==> config.mk <==
export PLATFORM = sky130hd
export DESIGN_NAME = watchdog_timeout_unit
export DESIGN_NICKNAME = d
export VERILOG_FILES = /design/src/common/wdt_pkg.sv /design/src/design/wdt_reset_pulse.sv /design/src/design/watchdog_timeout_unit.sv
export SDC_FILE = /design/constraint.sdc
export NUM_CORES = 1
export LEC_CHECK = 0
export BUFFER_PORTS_ARGS = -buffer_cell sky130_fd_sc_hd__buf_2
export CORE_ASPECT_RATIO = 1.5
export CORE_MARGIN = 1
export CORE_UTILIZATION = 51
export DETAILED_ROUTE_END_ITERATION = 6
export HOLD_SLACK_MARGIN = 0.12
export PLACE_DENSITY = 0.73
export RECOVER_POWER = 25
export SYNTH_ARGS = -nofsm -noshare
export SYNTH_HDL_FRONTEND = slang
export SYNTH_SLANG_ARGS = --single-unit
==> constraint.sdc <==
create_clock -name CLK -period 1.8 [get_ports CLK]
set_input_delay 0.09 -clock CLK [delete_from_list [all_inputs] [get_ports CLK]]
set_output_delay 0.09 -clock CLK [all_outputs]
set_load 0.02 [all_outputs]
==> src/common/wdt_pkg.sv <==
// constants and types shared by the watchdog time-out unit
// Function
// - after any system reset the watchdog is disabled and not counting
// - writing one to control bit 7 enables the watchdog and starts counting
// - once enabled, software cannot clear the enable; only reset disables it
// - exactly four time-out lengths: 2^18, 2^22, 2^25, 2^27 clock cycles
// - control bits 1:0 select the active time-out length
// - reaching the selected time-out sets the cause flag to one
// - with interrupt select zero, the default, time-out triggers a system reset
// - a watchdog reset is driven as a pulse 64 clock cycles long
// - the reset pulse asserts and deasserts on rising clock edges
// - with interrupt select one, time-out raises a nonmaskable interrupt instead
// - the cause flag stays readable so software can find the event source
// - writing A5h then 5Ah to the restart register reloads the count
// - the cause flag reads zero after an external reset
`default_nettype none
package wdt_pkg;
	// control register field positions
	localparam int unsigned CTL_EN_BIT = 7;
	localparam int unsigned CTL_NMI_BIT = 6;
	localparam int unsigned CTL_FLAG_BIT = 5;
	localparam int unsigned CTL_PERIOD_LSB = 0;
	localparam int unsigned CTL_PERIOD_W = 2;
	// reset values
	localparam logic CTL_EN_RESET = 1'b0;
	localparam logic CTL_NMI_RESET = 1'b0;
	localparam logic CTL_FLAG_RESET = 1'b0;
	localparam logic [1:0] CTL_PERIOD_RESET = 2'h0;
	// period select codes
	localparam logic [1:0] PERIOD_SEL_27 = 2'h0;
	localparam logic [1:0] PERIOD_SEL_25 = 2'h1;
	localparam logic [1:0] PERIOD_SEL_22 = 2'h2;
	localparam logic [1:0] PERIOD_SEL_18 = 2'h3;
	// time-out lengths as powers of two, in clock cycles
	localparam int unsigned EXP_SEL0 = 27;
	localparam int unsigned EXP_SEL1 = 25;
	localparam int unsigned EXP_SEL2 = 22;
	localparam int unsigned EXP_SEL3 = 18;
	localparam int unsigned COUNT_W = 27;
	// restart key pair
	localparam logic [7:0] RESTART_KEY1 = 8'ha5;
	localparam logic [7:0] RESTART_KEY2 = 8'h5a;
	// reset pulse width in clock cycles
	localparam int unsigned RST_PULSE_CYCLES = 64;
	typedef enum logic {SEQ_IDLE, SEQ_ARMED} restart_seq_e;
endpackage
`default_nettype wire

==> src/design/wdt_reset_pulse.sv <==
// fixed-width synchronous reset pulse generator
`default_nettype none
module wdt_reset_pulse
	import wdt_pkg::*;
#(
	parameter int unsigned WIDTH = RST_PULSE_CYCLES
) (
	input wire logic clk,
	input wire logic nrst,
	input wire logic start,
	output logic pulse
);
	localparam int unsigned CW = $clog2(WIDTH + 1);
	localparam logic [CW-1:0] LOAD = CW'(WIDTH - 1);

	logic [CW-1:0] remain;
	logic [CW-1:0] next_remain;
	logic next_pulse;
	logic [7:0] high_len;

	////////////////////////////////////////////////////////////////////////
	// a start while busy is ignored; the pulse is never stretched
	assign next_pulse = pulse ? (remain != '0) : start;
	assign next_remain = pulse ? remain - CW'(1) : LOAD;

	// edge-aligned pulse
	// both edges come straight off a flop clocked on the rising edge
	always_ff @(posedge clk or negedge nrst) begin
		if (!nrst) begin
			pulse <= 1'b0;
			remain <= '0;
		end else begin
			pulse <= next_pulse;
			remain <= next_remain;
		end
	end

	////////////////////////////////////////////////////////////////////////
	// helper: counts high cycles for the width check
	always_ff @(posedge clk or negedge nrst) begin
		if (!nrst) begin
			high_len <= 8'h00;
		end else begin
			high_len <= pulse ? high_len + 8'h01 : 8'h00;
		end
	end
endmodule
`default_nettype wire

==> src/design/watchdog_timeout_unit.sv <==
// watchdog timer: period select, restart keys, reset pulse or nmi on time-out
`default_nettype none
module watchdog_timeout_unit
	import wdt_pkg::*;
#(
	parameter int unsigned TIMEOUT_SEL0 = 2 ** EXP_SEL0,
	parameter int unsigned TIMEOUT_SEL1 = 2 ** EXP_SEL1,
	parameter int unsigned TIMEOUT_SEL2 = 2 ** EXP_SEL2,
	parameter int unsigned TIMEOUT_SEL3 = 2 ** EXP_SEL3,
	parameter int unsigned PULSE_CYCLES = RST_PULSE_CYCLES
) (
	input wire logic CLK,
	input wire logic NRST,
	input wire logic CTL_WR,
	input wire logic [7:0] CTL_WDATA,
	output logic [7:0] CTL_RDATA,
	input wire logic RR_WR,
	input wire logic [7:0] RR_WDATA,
	output logic NMI_REQ,
	output logic SYS_RST_REQ
);
	// terminal counts: counting starts at zero, so a period of n ends at n-1
	localparam logic [COUNT_W-1:0] LIMIT0 = COUNT_W'(TIMEOUT_SEL0 - 1);
	localparam logic [COUNT_W-1:0] LIMIT1 = COUNT_W'(TIMEOUT_SEL1 - 1);
	localparam logic [COUNT_W-1:0] LIMIT2 = COUNT_W'(TIMEOUT_SEL2 - 1);
	localparam logic [COUNT_W-1:0] LIMIT3 = COUNT_W'(TIMEOUT_SEL3 - 1);

	// control fields, counter and key sequencer state
	logic watchdog_enable_bit;
	logic nmi_select;
	logic cause_flag;
	logic [1:0] timeout_period_select;
	logic [COUNT_W-1:0] count;
	logic [COUNT_W-1:0] next_count;
	logic [COUNT_W-1:0] timeout_limit;
	restart_seq_e seq;
	restart_seq_e next_seq;
	logic timeout;
	logic fire_reset;
	logic ctl_write_ok;
	logic key1_seen;
	logic key2_seen;
	logic restart;

	////////////////////////////////////////////////////////////////////////
	// period decode
	assign timeout_limit = (timeout_period_select == PERIOD_SEL_27) ? LIMIT0 :
		(timeout_period_select == PERIOD_SEL_25) ? LIMIT1 :
		(timeout_period_select == PERIOD_SEL_22) ? LIMIT2 : LIMIT3;

	// terminal count
	// count runs 0..limit, so time-out lands after exactly 2^n cycles
	assign timeout = watchdog_enable_bit && (count == timeout_limit);
	assign fire_reset = timeout && !nmi_select;
	// cpu is held in reset during the pulse, so its control writes are dropped
	assign ctl_write_ok = CTL_WR && !SYS_RST_REQ;

	////////////////////////////////////////////////////////////////////////
	// restart key decode
	assign key1_seen = RR_WR && (RR_WDATA == RESTART_KEY1);
	assign key2_seen = RR_WR && (RR_WDATA == RESTART_KEY2);
	// key pair reload
	// a time-out in the same cycle wins: the pair came too late
	assign restart = (seq == SEQ_ARMED) && key2_seen && !timeout;

	// key sequencer; any wrong byte drops the first key
	always_comb begin
		next_seq = seq;
		case (seq)
			SEQ_IDLE: begin
				if (key1_seen) begin
					next_seq = SEQ_ARMED;
				end
			end
			// a repeated first key keeps the sequencer armed
			SEQ_ARMED: begin
				if (RR_WR && !key1_seen) begin
					next_seq = SEQ_IDLE;
				end
			end
			default: begin
				next_seq = SEQ_IDLE;
			end
		endcase
		if (timeout) begin
			next_seq = SEQ_IDLE;
		end
	end

	always_ff @(posedge CLK or negedge NRST) begin
		if (!NRST) begin
			seq <= SEQ_IDLE;
		end else begin
			seq <= next_seq;
		end
	end

	////////////////////////////////////////////////////////////////////////
	// counter held while disabled
	// no time-out is possible until the enable bit is set
	// a period shortened below the current count waits for the 27-bit wrap
	assign next_count = (!watchdog_enable_bit || restart || timeout) ?
		'0 : count + COUNT_W'(1);

	always_ff @(posedge CLK or negedge NRST) begin
		if (!NRST) begin
			count <= '0;
		end else begin
			count <= next_count;
		end
	end

	////////////////////////////////////////////////////////////////////////
	// disabled after any reset
	// a watchdog reset clears enable, nmi select and period like a system reset would; the cause flag is kept
	always_ff @(posedge CLK or negedge NRST) begin
		if (!NRST) begin
			watchdog_enable_bit <= CTL_EN_RESET;
			nmi_select <= CTL_NMI_RESET;
			timeout_period_select <= CTL_PERIOD_RESET;
		end else if (fire_reset) begin
			watchdog_enable_bit <= CTL_EN_RESET;
			nmi_select <= CTL_NMI_RESET;
			timeout_period_select <= CTL_PERIOD_RESET;
		end else if (ctl_write_ok) begin
			watchdog_enable_bit <= watchdog_enable_bit | CTL_WDATA[CTL_EN_BIT];
			nmi_select <= CTL_WDATA[CTL_NMI_BIT];
			timeout_period_select <= CTL_WDATA[CTL_PERIOD_LSB +: CTL_PERIOD_W];
		end
	end

	////////////////////////////////////////////////////////////////////////
	// cause flag set
	// cleared only by the external reset
	// the flag must survive the watchdog's own reset pulse to be useful
	always_ff @(posedge CLK or negedge NRST) begin
		if (!NRST) begin
			cause_flag <= CTL_FLAG_RESET;
		end else if (timeout) begin
			cause_flag <= 1'b1;
		end
	end

	// nmi instead of reset
	// one-cycle request; counting restarts so the next one is a full period away
	always_ff @(posedge CLK or negedge NRST) begin
		if (!NRST) begin
			NMI_REQ <= 1'b0;
		end else begin
			NMI_REQ <= timeout && nmi_select;
		end
	end

	// readable cause flag
	// reserved bits read as zero
	assign CTL_RDATA = {watchdog_enable_bit, nmi_select, cause_flag, 3'h0,
		timeout_period_select};

	////////////////////////////////////////////////////////////////////////
	// fixed reset pulse
	wdt_reset_pulse #(
		.WIDTH(PULSE_CYCLES)
	) u_pulse (
		.clk(CLK),
		.nrst(NRST),
		.start(fire_reset),
		.pulse(SYS_RST_REQ)
	);
endmodule
`default_nettype wire

## Word level (Yosys, flattened, before mapping)

Index checks and enable logic that the tools add are counted.

- Equal/unequal tests: 5
- Mux-type cells: 16
- Reductions and logical operators: 19
- Add/subtract/negate cells: 2
- Bitwise logic cells: 2

Operator list:

| cell | number |
|---|---|
| 27-bit 2-to-1 mux | 2 |
| 27-bit by 1-bit adder with 27-bit output (second input constant) | 1 |
| 27-bit == test | 1 |
| 25-bit 2-to-1 mux | 1 |
| 22-bit 2-to-1 mux | 1 |
| 1-bit logical AND | 9 |
| 8-bit by 7-bit == test with 1-bit output (second input constant) | 1 |
| 8-bit == test (second input constant) | 1 |
| 1-bit 2-to-1 mux | 8 |
| 7-bit 2-to-1 mux | 1 |
| 7-bit nonzero test | 1 |
| 7-bit by 1-bit subtractor with 7-bit output (second input constant) | 1 |
| 1-bit logical NOT | 5 |
| 2-bit 2-to-1 mux | 2 |
| 2-bit by 1-bit == test with 1-bit output (second input constant) | 1 |
| 2-bit == test (second input constant) | 1 |
| 2-bit logical NOT | 1 |
| 1-bit logical OR | 2 |
| 1-bit case mux with 2 select lines | 1 |
| 2-bit nonzero test | 1 |
| 1-bit NOT | 1 |
| 1-bit OR | 1 |

- Logic and storage cells: 53
- Output and inout port bits: 10
- Input port bits: 20
- Register bits after elaboration: 42

## Depth between registers and ports, before layout

- Depth after elaboration: 11
- Gate-level depth with buffers: 9
- Gate-level depth less buffers: 6

## Cells and area by module

Synthesis repeated with hierarchy kept, for this count alone.

- Cells, all modules: 221
- Area total of the unflattened synthesis: 2222.1 sq um

By module, submodules not included:

| module | cells each | area an instance (sq um) | instances | seq. area each (sq um) |
|---|---|---|---|---|
| watchdog_timeout_unit | 188 | 1851.8 | 1 | 850.8 |
| wdt_reset_pulse | 33 | 370.4 | 1 | 200.2 |

## Worst setup path before layout

Ideal clock, no wire load.

- Path type: reg2reg
- Start: register timeout_period_select[0]
- End: register cause_flag
- Clock period less this slack: 1.852 ns
- Arrival: 1.725 ns
- Stages on the path, launching flop included: 6
- Setup time: 0.127 ns
- Data required time: 1.673 ns
- Path buffers: 0
- Slack: -0.052 ns
- Cell sequence: dfrtp_1 and3b_1 o211a_1 o221ai_1 nor3_1 or2_2

- Cells in the longest elaborated chain, start to end: 6
- Elaborated cells on any way between the ends: 8
- Classes of those cells: eq/ne (3); mux (3); reduce/logical (2)

Ends and longest elaborated chain:

| item | line | source |
|---|---|---|
| start, declared | watchdog_timeout_unit.sv:32 | `logic [1:0] timeout_period_select;` |
| start signal, assigned | watchdog_timeout_unit.sv:128 | `timeout_period_select <= CTL_WDATA[CTL_PERIOD_LSB +: CTL_PERIOD_W];` |
| 2-bit == test | watchdog_timeout_unit.sv:49 | `(timeout_period_select == PERIOD_SEL_22) ? LIMIT2 : LIMIT3;` |
| 22-bit 2-to-1 mux | watchdog_timeout_unit.sv:49 |  |
| 25-bit 2-to-1 mux | watchdog_timeout_unit.sv:48 | `(timeout_period_select == PERIOD_SEL_25) ? LIMIT1 :` |
| 27-bit 2-to-1 mux * | watchdog_timeout_unit.sv:47 | `assign timeout_limit = (timeout_period_select == PERIOD_SEL_27) ? LIMIT0 :` |
| 27-bit == test * | watchdog_timeout_unit.sv:53 | `assign timeout = watchdog_enable_bit && (count == timeout_limit);` |
| 1-bit logical AND * | watchdog_timeout_unit.sv:53 |  |
| end signal, assigned | watchdog_timeout_unit.sv:138 | `cause_flag <= CTL_FLAG_RESET;` |
| end signal, assigned | watchdog_timeout_unit.sv:140 | `cause_flag <= 1'b1;` |
| end, declared | watchdog_timeout_unit.sv:31 | `logic cause_flag;` |

Every way passes the cells marked *; elsewhere a longest branch is shown, timed or not.
A chain may end at the register's enable or synchronous reset.

## Final worst setup path

- Start: register count[5]
- End: register count[26]

- Cells in the longest elaborated chain, start to end: 7
- Elaborated cells on any way between the ends: 8
- Classes of those cells: add/sub (1); eq/ne (1); mux (1); reduce/logical (5)

Ends and longest elaborated chain:

| item | line | source |
|---|---|---|
| start, declared | watchdog_timeout_unit.sv:33 | `logic [COUNT_W-1:0] count;` |
| start signal, assigned | watchdog_timeout_unit.sv:109 | `count <= next_count;` |
| parallel branches: the longest is 6 deep, another holds 27-bit by 1-bit adder with 27-bit output | n/a |  |
| 27-bit 2-to-1 mux * | watchdog_timeout_unit.sv:102 | `assign next_count = (!watchdog_enable_bit \|\| restart \|\| timeout) ?` |
| via next_count[26] | watchdog_timeout_unit.sv:34 | `logic [COUNT_W-1:0] next_count;` |

Mark *: on every way through the listed nets, which the timed path passes.

==> impl_summary.md <==
Outcome
The run finished with clean final reports.

Clocking
The clock net in this run drives a total of between 40 and 50 sinks. Counting the buffers created by CTS gives 5. The clock-pin slew reported for the worst setup and hold paths after clock tree synthesis is around 0.08 ns. The level count of the clock H-tree is 2.

TritonCTS built the clock tree. The insertion delay of the later-clocked pin in the worst-skew pair is 0.30 ns. The clock passes through at most 2 buffers.

CTS placed an instance of clkbuf_8 at the clock tree root.

Yosys
During synthesis, Yosys emitted a total of 0 warnings. After synthesis the netlist holds a flip-flop and latch count of 42. The compound-gate portion of the synthesized area is 0.0591. The number of enable flip-flop cells after synthesis is 0. The netlist uses 46 different library cells.

The mean instance size in the synthesized netlist is 9.77 um2. The top cell type's share of synthesized area is 0.487. The xor/xnor share of the synthesized area is 0.101. Counting flops with an async set or reset pin after synthesis yields a share of 1.00. Measured against the total synthesized area, the mux share comes to 0.0139. The most frequently used flop master after synthesis is dfrtp_1. Synthesis produced roughly 220 cells. The cell taking the most area after synthesis is dfrtp_1.

The netlist area before placement is roughly 2200 um2. The post-synthesis share of cell area spent on full adders, half adders and majority gates is 0.0116. The combinational family with the most area after synthesis is simple AND/OR/NAND/NOR gates. Of the synthesized area, sequential elements account for 0.487.

Yosys attributes the largest share of cell area to dfrtp_1, nor2_1, xnor2_1. The area fraction in and, or, nand and nor cells after synthesis is 0.272.

Placed design
The number of buffer cells added on primary ports is 22. In this run, placement finished with an instance count of a little under 300. At the end of routability-driven placement, the weighted congestion stood at a little under 0.8.

The HPWL reported at the end of detailed placement is roughly 2800 um.

Timing
The share of the clock period used by the worst path after layout is 0.945. The number of endpoints with negative hold slack in the final report is 0. The clock period minus final worst setup slack is around 1.7 ns.

The worst clock skew is ~0.0079 ns. At the pin with the least slew margin, the transition time is between 1 and 1.5 ns. Measured against its own limit, the worst slew margin works out to 0.303. The final count of pins violating max slew was 0.

The maximum clock frequency is between 0.5 and 0.6 GHz. The total of endpoints with negative setup slack in the final report is 0.

Floorplan
Pin placement for this block handled 30 I/O pins. The overall die area is approximately 4500 um2. In this run the core area contains 28 standard-cell rows. The x dimension of the die is roughly 55 um.

The chip height is around 82 um. The total core area is approximately 4000 um2. The initial utilization of the core area, before any placement, comes to 0.540.

Routing
The remaining design rule violation count is 0. The total via count after detailed routing is between 1500 and 2000. The number of nets with antenna violations after detailed routing is 0.

After the first detailed-routing iteration, the DRC count stood at 28. The total wirelength of the detailed-routed design is around 4000 um. The average wire length per cell after detail routing is 12.9 um. The ratio of routed vias to standard cells is between 5 and 6. The first detailed-routing pass took 4 iterations.

GRT
The global-route wire length before repair is between 6000 and 7000 um. The number of global-route vias before repair is roughly 1600. The number of antenna violations at the first check in global routing is 0. Entering global routing, the biggest net connects 43 pins. Across every metal layer, demand over resource in global routing totals 0.201. For this run the aggregate overflow at the end of global routing stands at 0.

Pwr
The static leakage power is about 1.2 nW. VDD sags by at most 0.815 mV. Dividing total power by cell area gives a power density of about 800 nW/um2. Total power for the finished layout comes to 2.02 mW.

Worst setup path
The largest individual stage delay along the critical path comes from the cell dfrtp_1. STA puts the critical path data required time at roughly 2.0 ns. The largest stage delay on the critical path is 0.40 ns. The critical path is of the reg -> reg type. The setup check on the worst reg-to-reg path leaves a slack of 0.1 ns.

STA classifies the critical path endpoint as a register. Along the worst path, the maximum fanout reaches 7. For the worst setup path, the data arrival time is 1.92 ns. The critical path goes through and4_1 -> nand3_1 -> or2_4 -> or3_1 -> a31oi_1. STA classifies the critical path startpoint as a register.

Finish
The post-layout instance count excluding filler cells is ~310. The relative area change from synthesis to final layout is 19.7%. After the last flow step, the layout net total stands at 287. The number of filler instances in the final layout is between 300 and 400.

The share of cells above drive strength 1 is 0.237. The number of diodes is 0.

Run
Across the run, the number of max-cap violations was 0.

Hold path
The min-delay analysis places its worst path in the category in -> reg.
## final timing paths
| path | from | endpoint | depth (start not counted) |
|---|---|---|---|
| max reg2reg | count[5]$_DFF_PN0_ | count[26]$_DFF_PN0_ | 5 |
| min | RR_WDATA[2] | count[8]$_DFF_PN0_ | 4 |
| max in group asynchronous | NRST | count[20]$_DFF_PN0_ | 3 |
| min in group asynchronous | NRST | timeout_period_select[1]$_DFFE_PN0P_ | 3 |
| max | count[5]$_DFF_PN0_ | count[26]$_DFF_PN0_ | 5 |
| min reg2reg | u_pulse.remain[0]$_DFF_PN0_ | u_pulse.remain[0]$_DFF_PN0_ | 1 |
## worst max-delay path: cells and delay by family (launching register included)
family / cells / cell delay (ns)
simple gates: 4 / 1.07
flops: 1 / 0.40
compound gates: 1 / 0.16
## flip-flops by register name, summed over array words and instances, names as in the netlist
name,cells
NMI_REQ,1
cause_flag,1
count,27
nmi_select,1
seq,1
timeout_period_select,2
u_pulse.pulse,1
u_pulse.remain,7
watchdog_enable_bit,1
## cell usage in the layout (no fill, tap or decap), drive strengths merged, types with 2 or more instances in the layout
cell and n:
nor4bb 2, dlygate4sd3 7, and3 3, o21ai 2, nand2 24, a21oi 5, nand4b 3, clkbuf 6
and4 4, or3 5, nor3 11, and2 3, inv 10, nor4 2, buf 38, xnor2 14
ha 2, mux2i 3, nand4 2, xor2 11, dfrtp 42, nand3 10, or2 2, nor2 34
conb 3, a31oi 2
## cell usage after synthesis, types with 3 or more instances
cell	count
nor3_1	11
mux2i_1	3
nand3_1	10
and4_1	3
xor2_1	11
a21oi_1	5
dfrtp_1	42
nand2_1	24
inv_1	9
nand4b_1	3
buf_4	6
xnor2_1	14
or3_1	4
and2_1	3
nor2_1	34
## routing by layer
layer / global-route usage / up-vias / part of all wire
met1: 0.201 / 778 / 0.42
met5: 0 / - / 0
met4: 0.0900 / 0 / 0.020
met2: 0.373 / 31 / 0.53
met3: 0.0444 / 8 / 0.036
li1: - / 826 / -
## cell families (layout without fill, tap and decap cells)
kind of cell | after synthesis | in the layout
compound gates | 16 | 16
fa+ha+maj | 2 | 2
buf+inv | 20 | 63
simple gates | 112 | 112
other cells | 1 | 3
flops | 42 | 42
mux | 3 | 3
xor+xnor | 25 | 25
## through the flow
stage | setup slack [ns] | util | setup TNS (ns) | cell area (um2) | hold WS, ns
after floorplan | 0.00268 | - | 0 | 2180 | -0.206
after global placement | 0.0654 | 0.604 | 0 | 2410 | 0.0813
after detailed placement | 0.0247 | 0.604 | 0 | 2410 | 0.0800
after CTS | 0.0252 | 0.645 | 0 | 2580 | 0.286
after global routing | -0.00236 | 0.647 | -0.00236 | 2580 | 0.310
final | 0.0992 | 0.647 | 0 | 2580 | 0.294
## area by class of cell
class                           instances  area [um2]  share of cell area
Sequential cell                        42        1050               0.408
Inverter                                9        33.8              0.0131
Multi-Input combinational cell        161        1030               0.398
Timing Repair Buffer                   46         318               0.123
Clock buffer                            5        68.8              0.0266
Tap cell                               45        56.3              0.0218
Clock inverter                          3        25.0             0.00969
## power breakdown
part / switching (mW) / internal (mW) / leakage [nW]
combinational: 0.147 / 0.152 / 0.604
clock: 0.343 / 0.280 / 0.0447
sequential: 0.0676 / 1.03 / 0.526
total: 0.558 / 1.46 / 1.17
## timing repair
| item | CTS | global route |
|---|---|---|
| hold endpoints to repair | 47 | 0 |
| gates resized for setup | 0 | 7 |
| setup endpoints to repair | 0 | 26 |
| hold buffers | 7 | 0 |
| setup buffers | 0 | 0 |
Power figures use the tool's default switching activity.
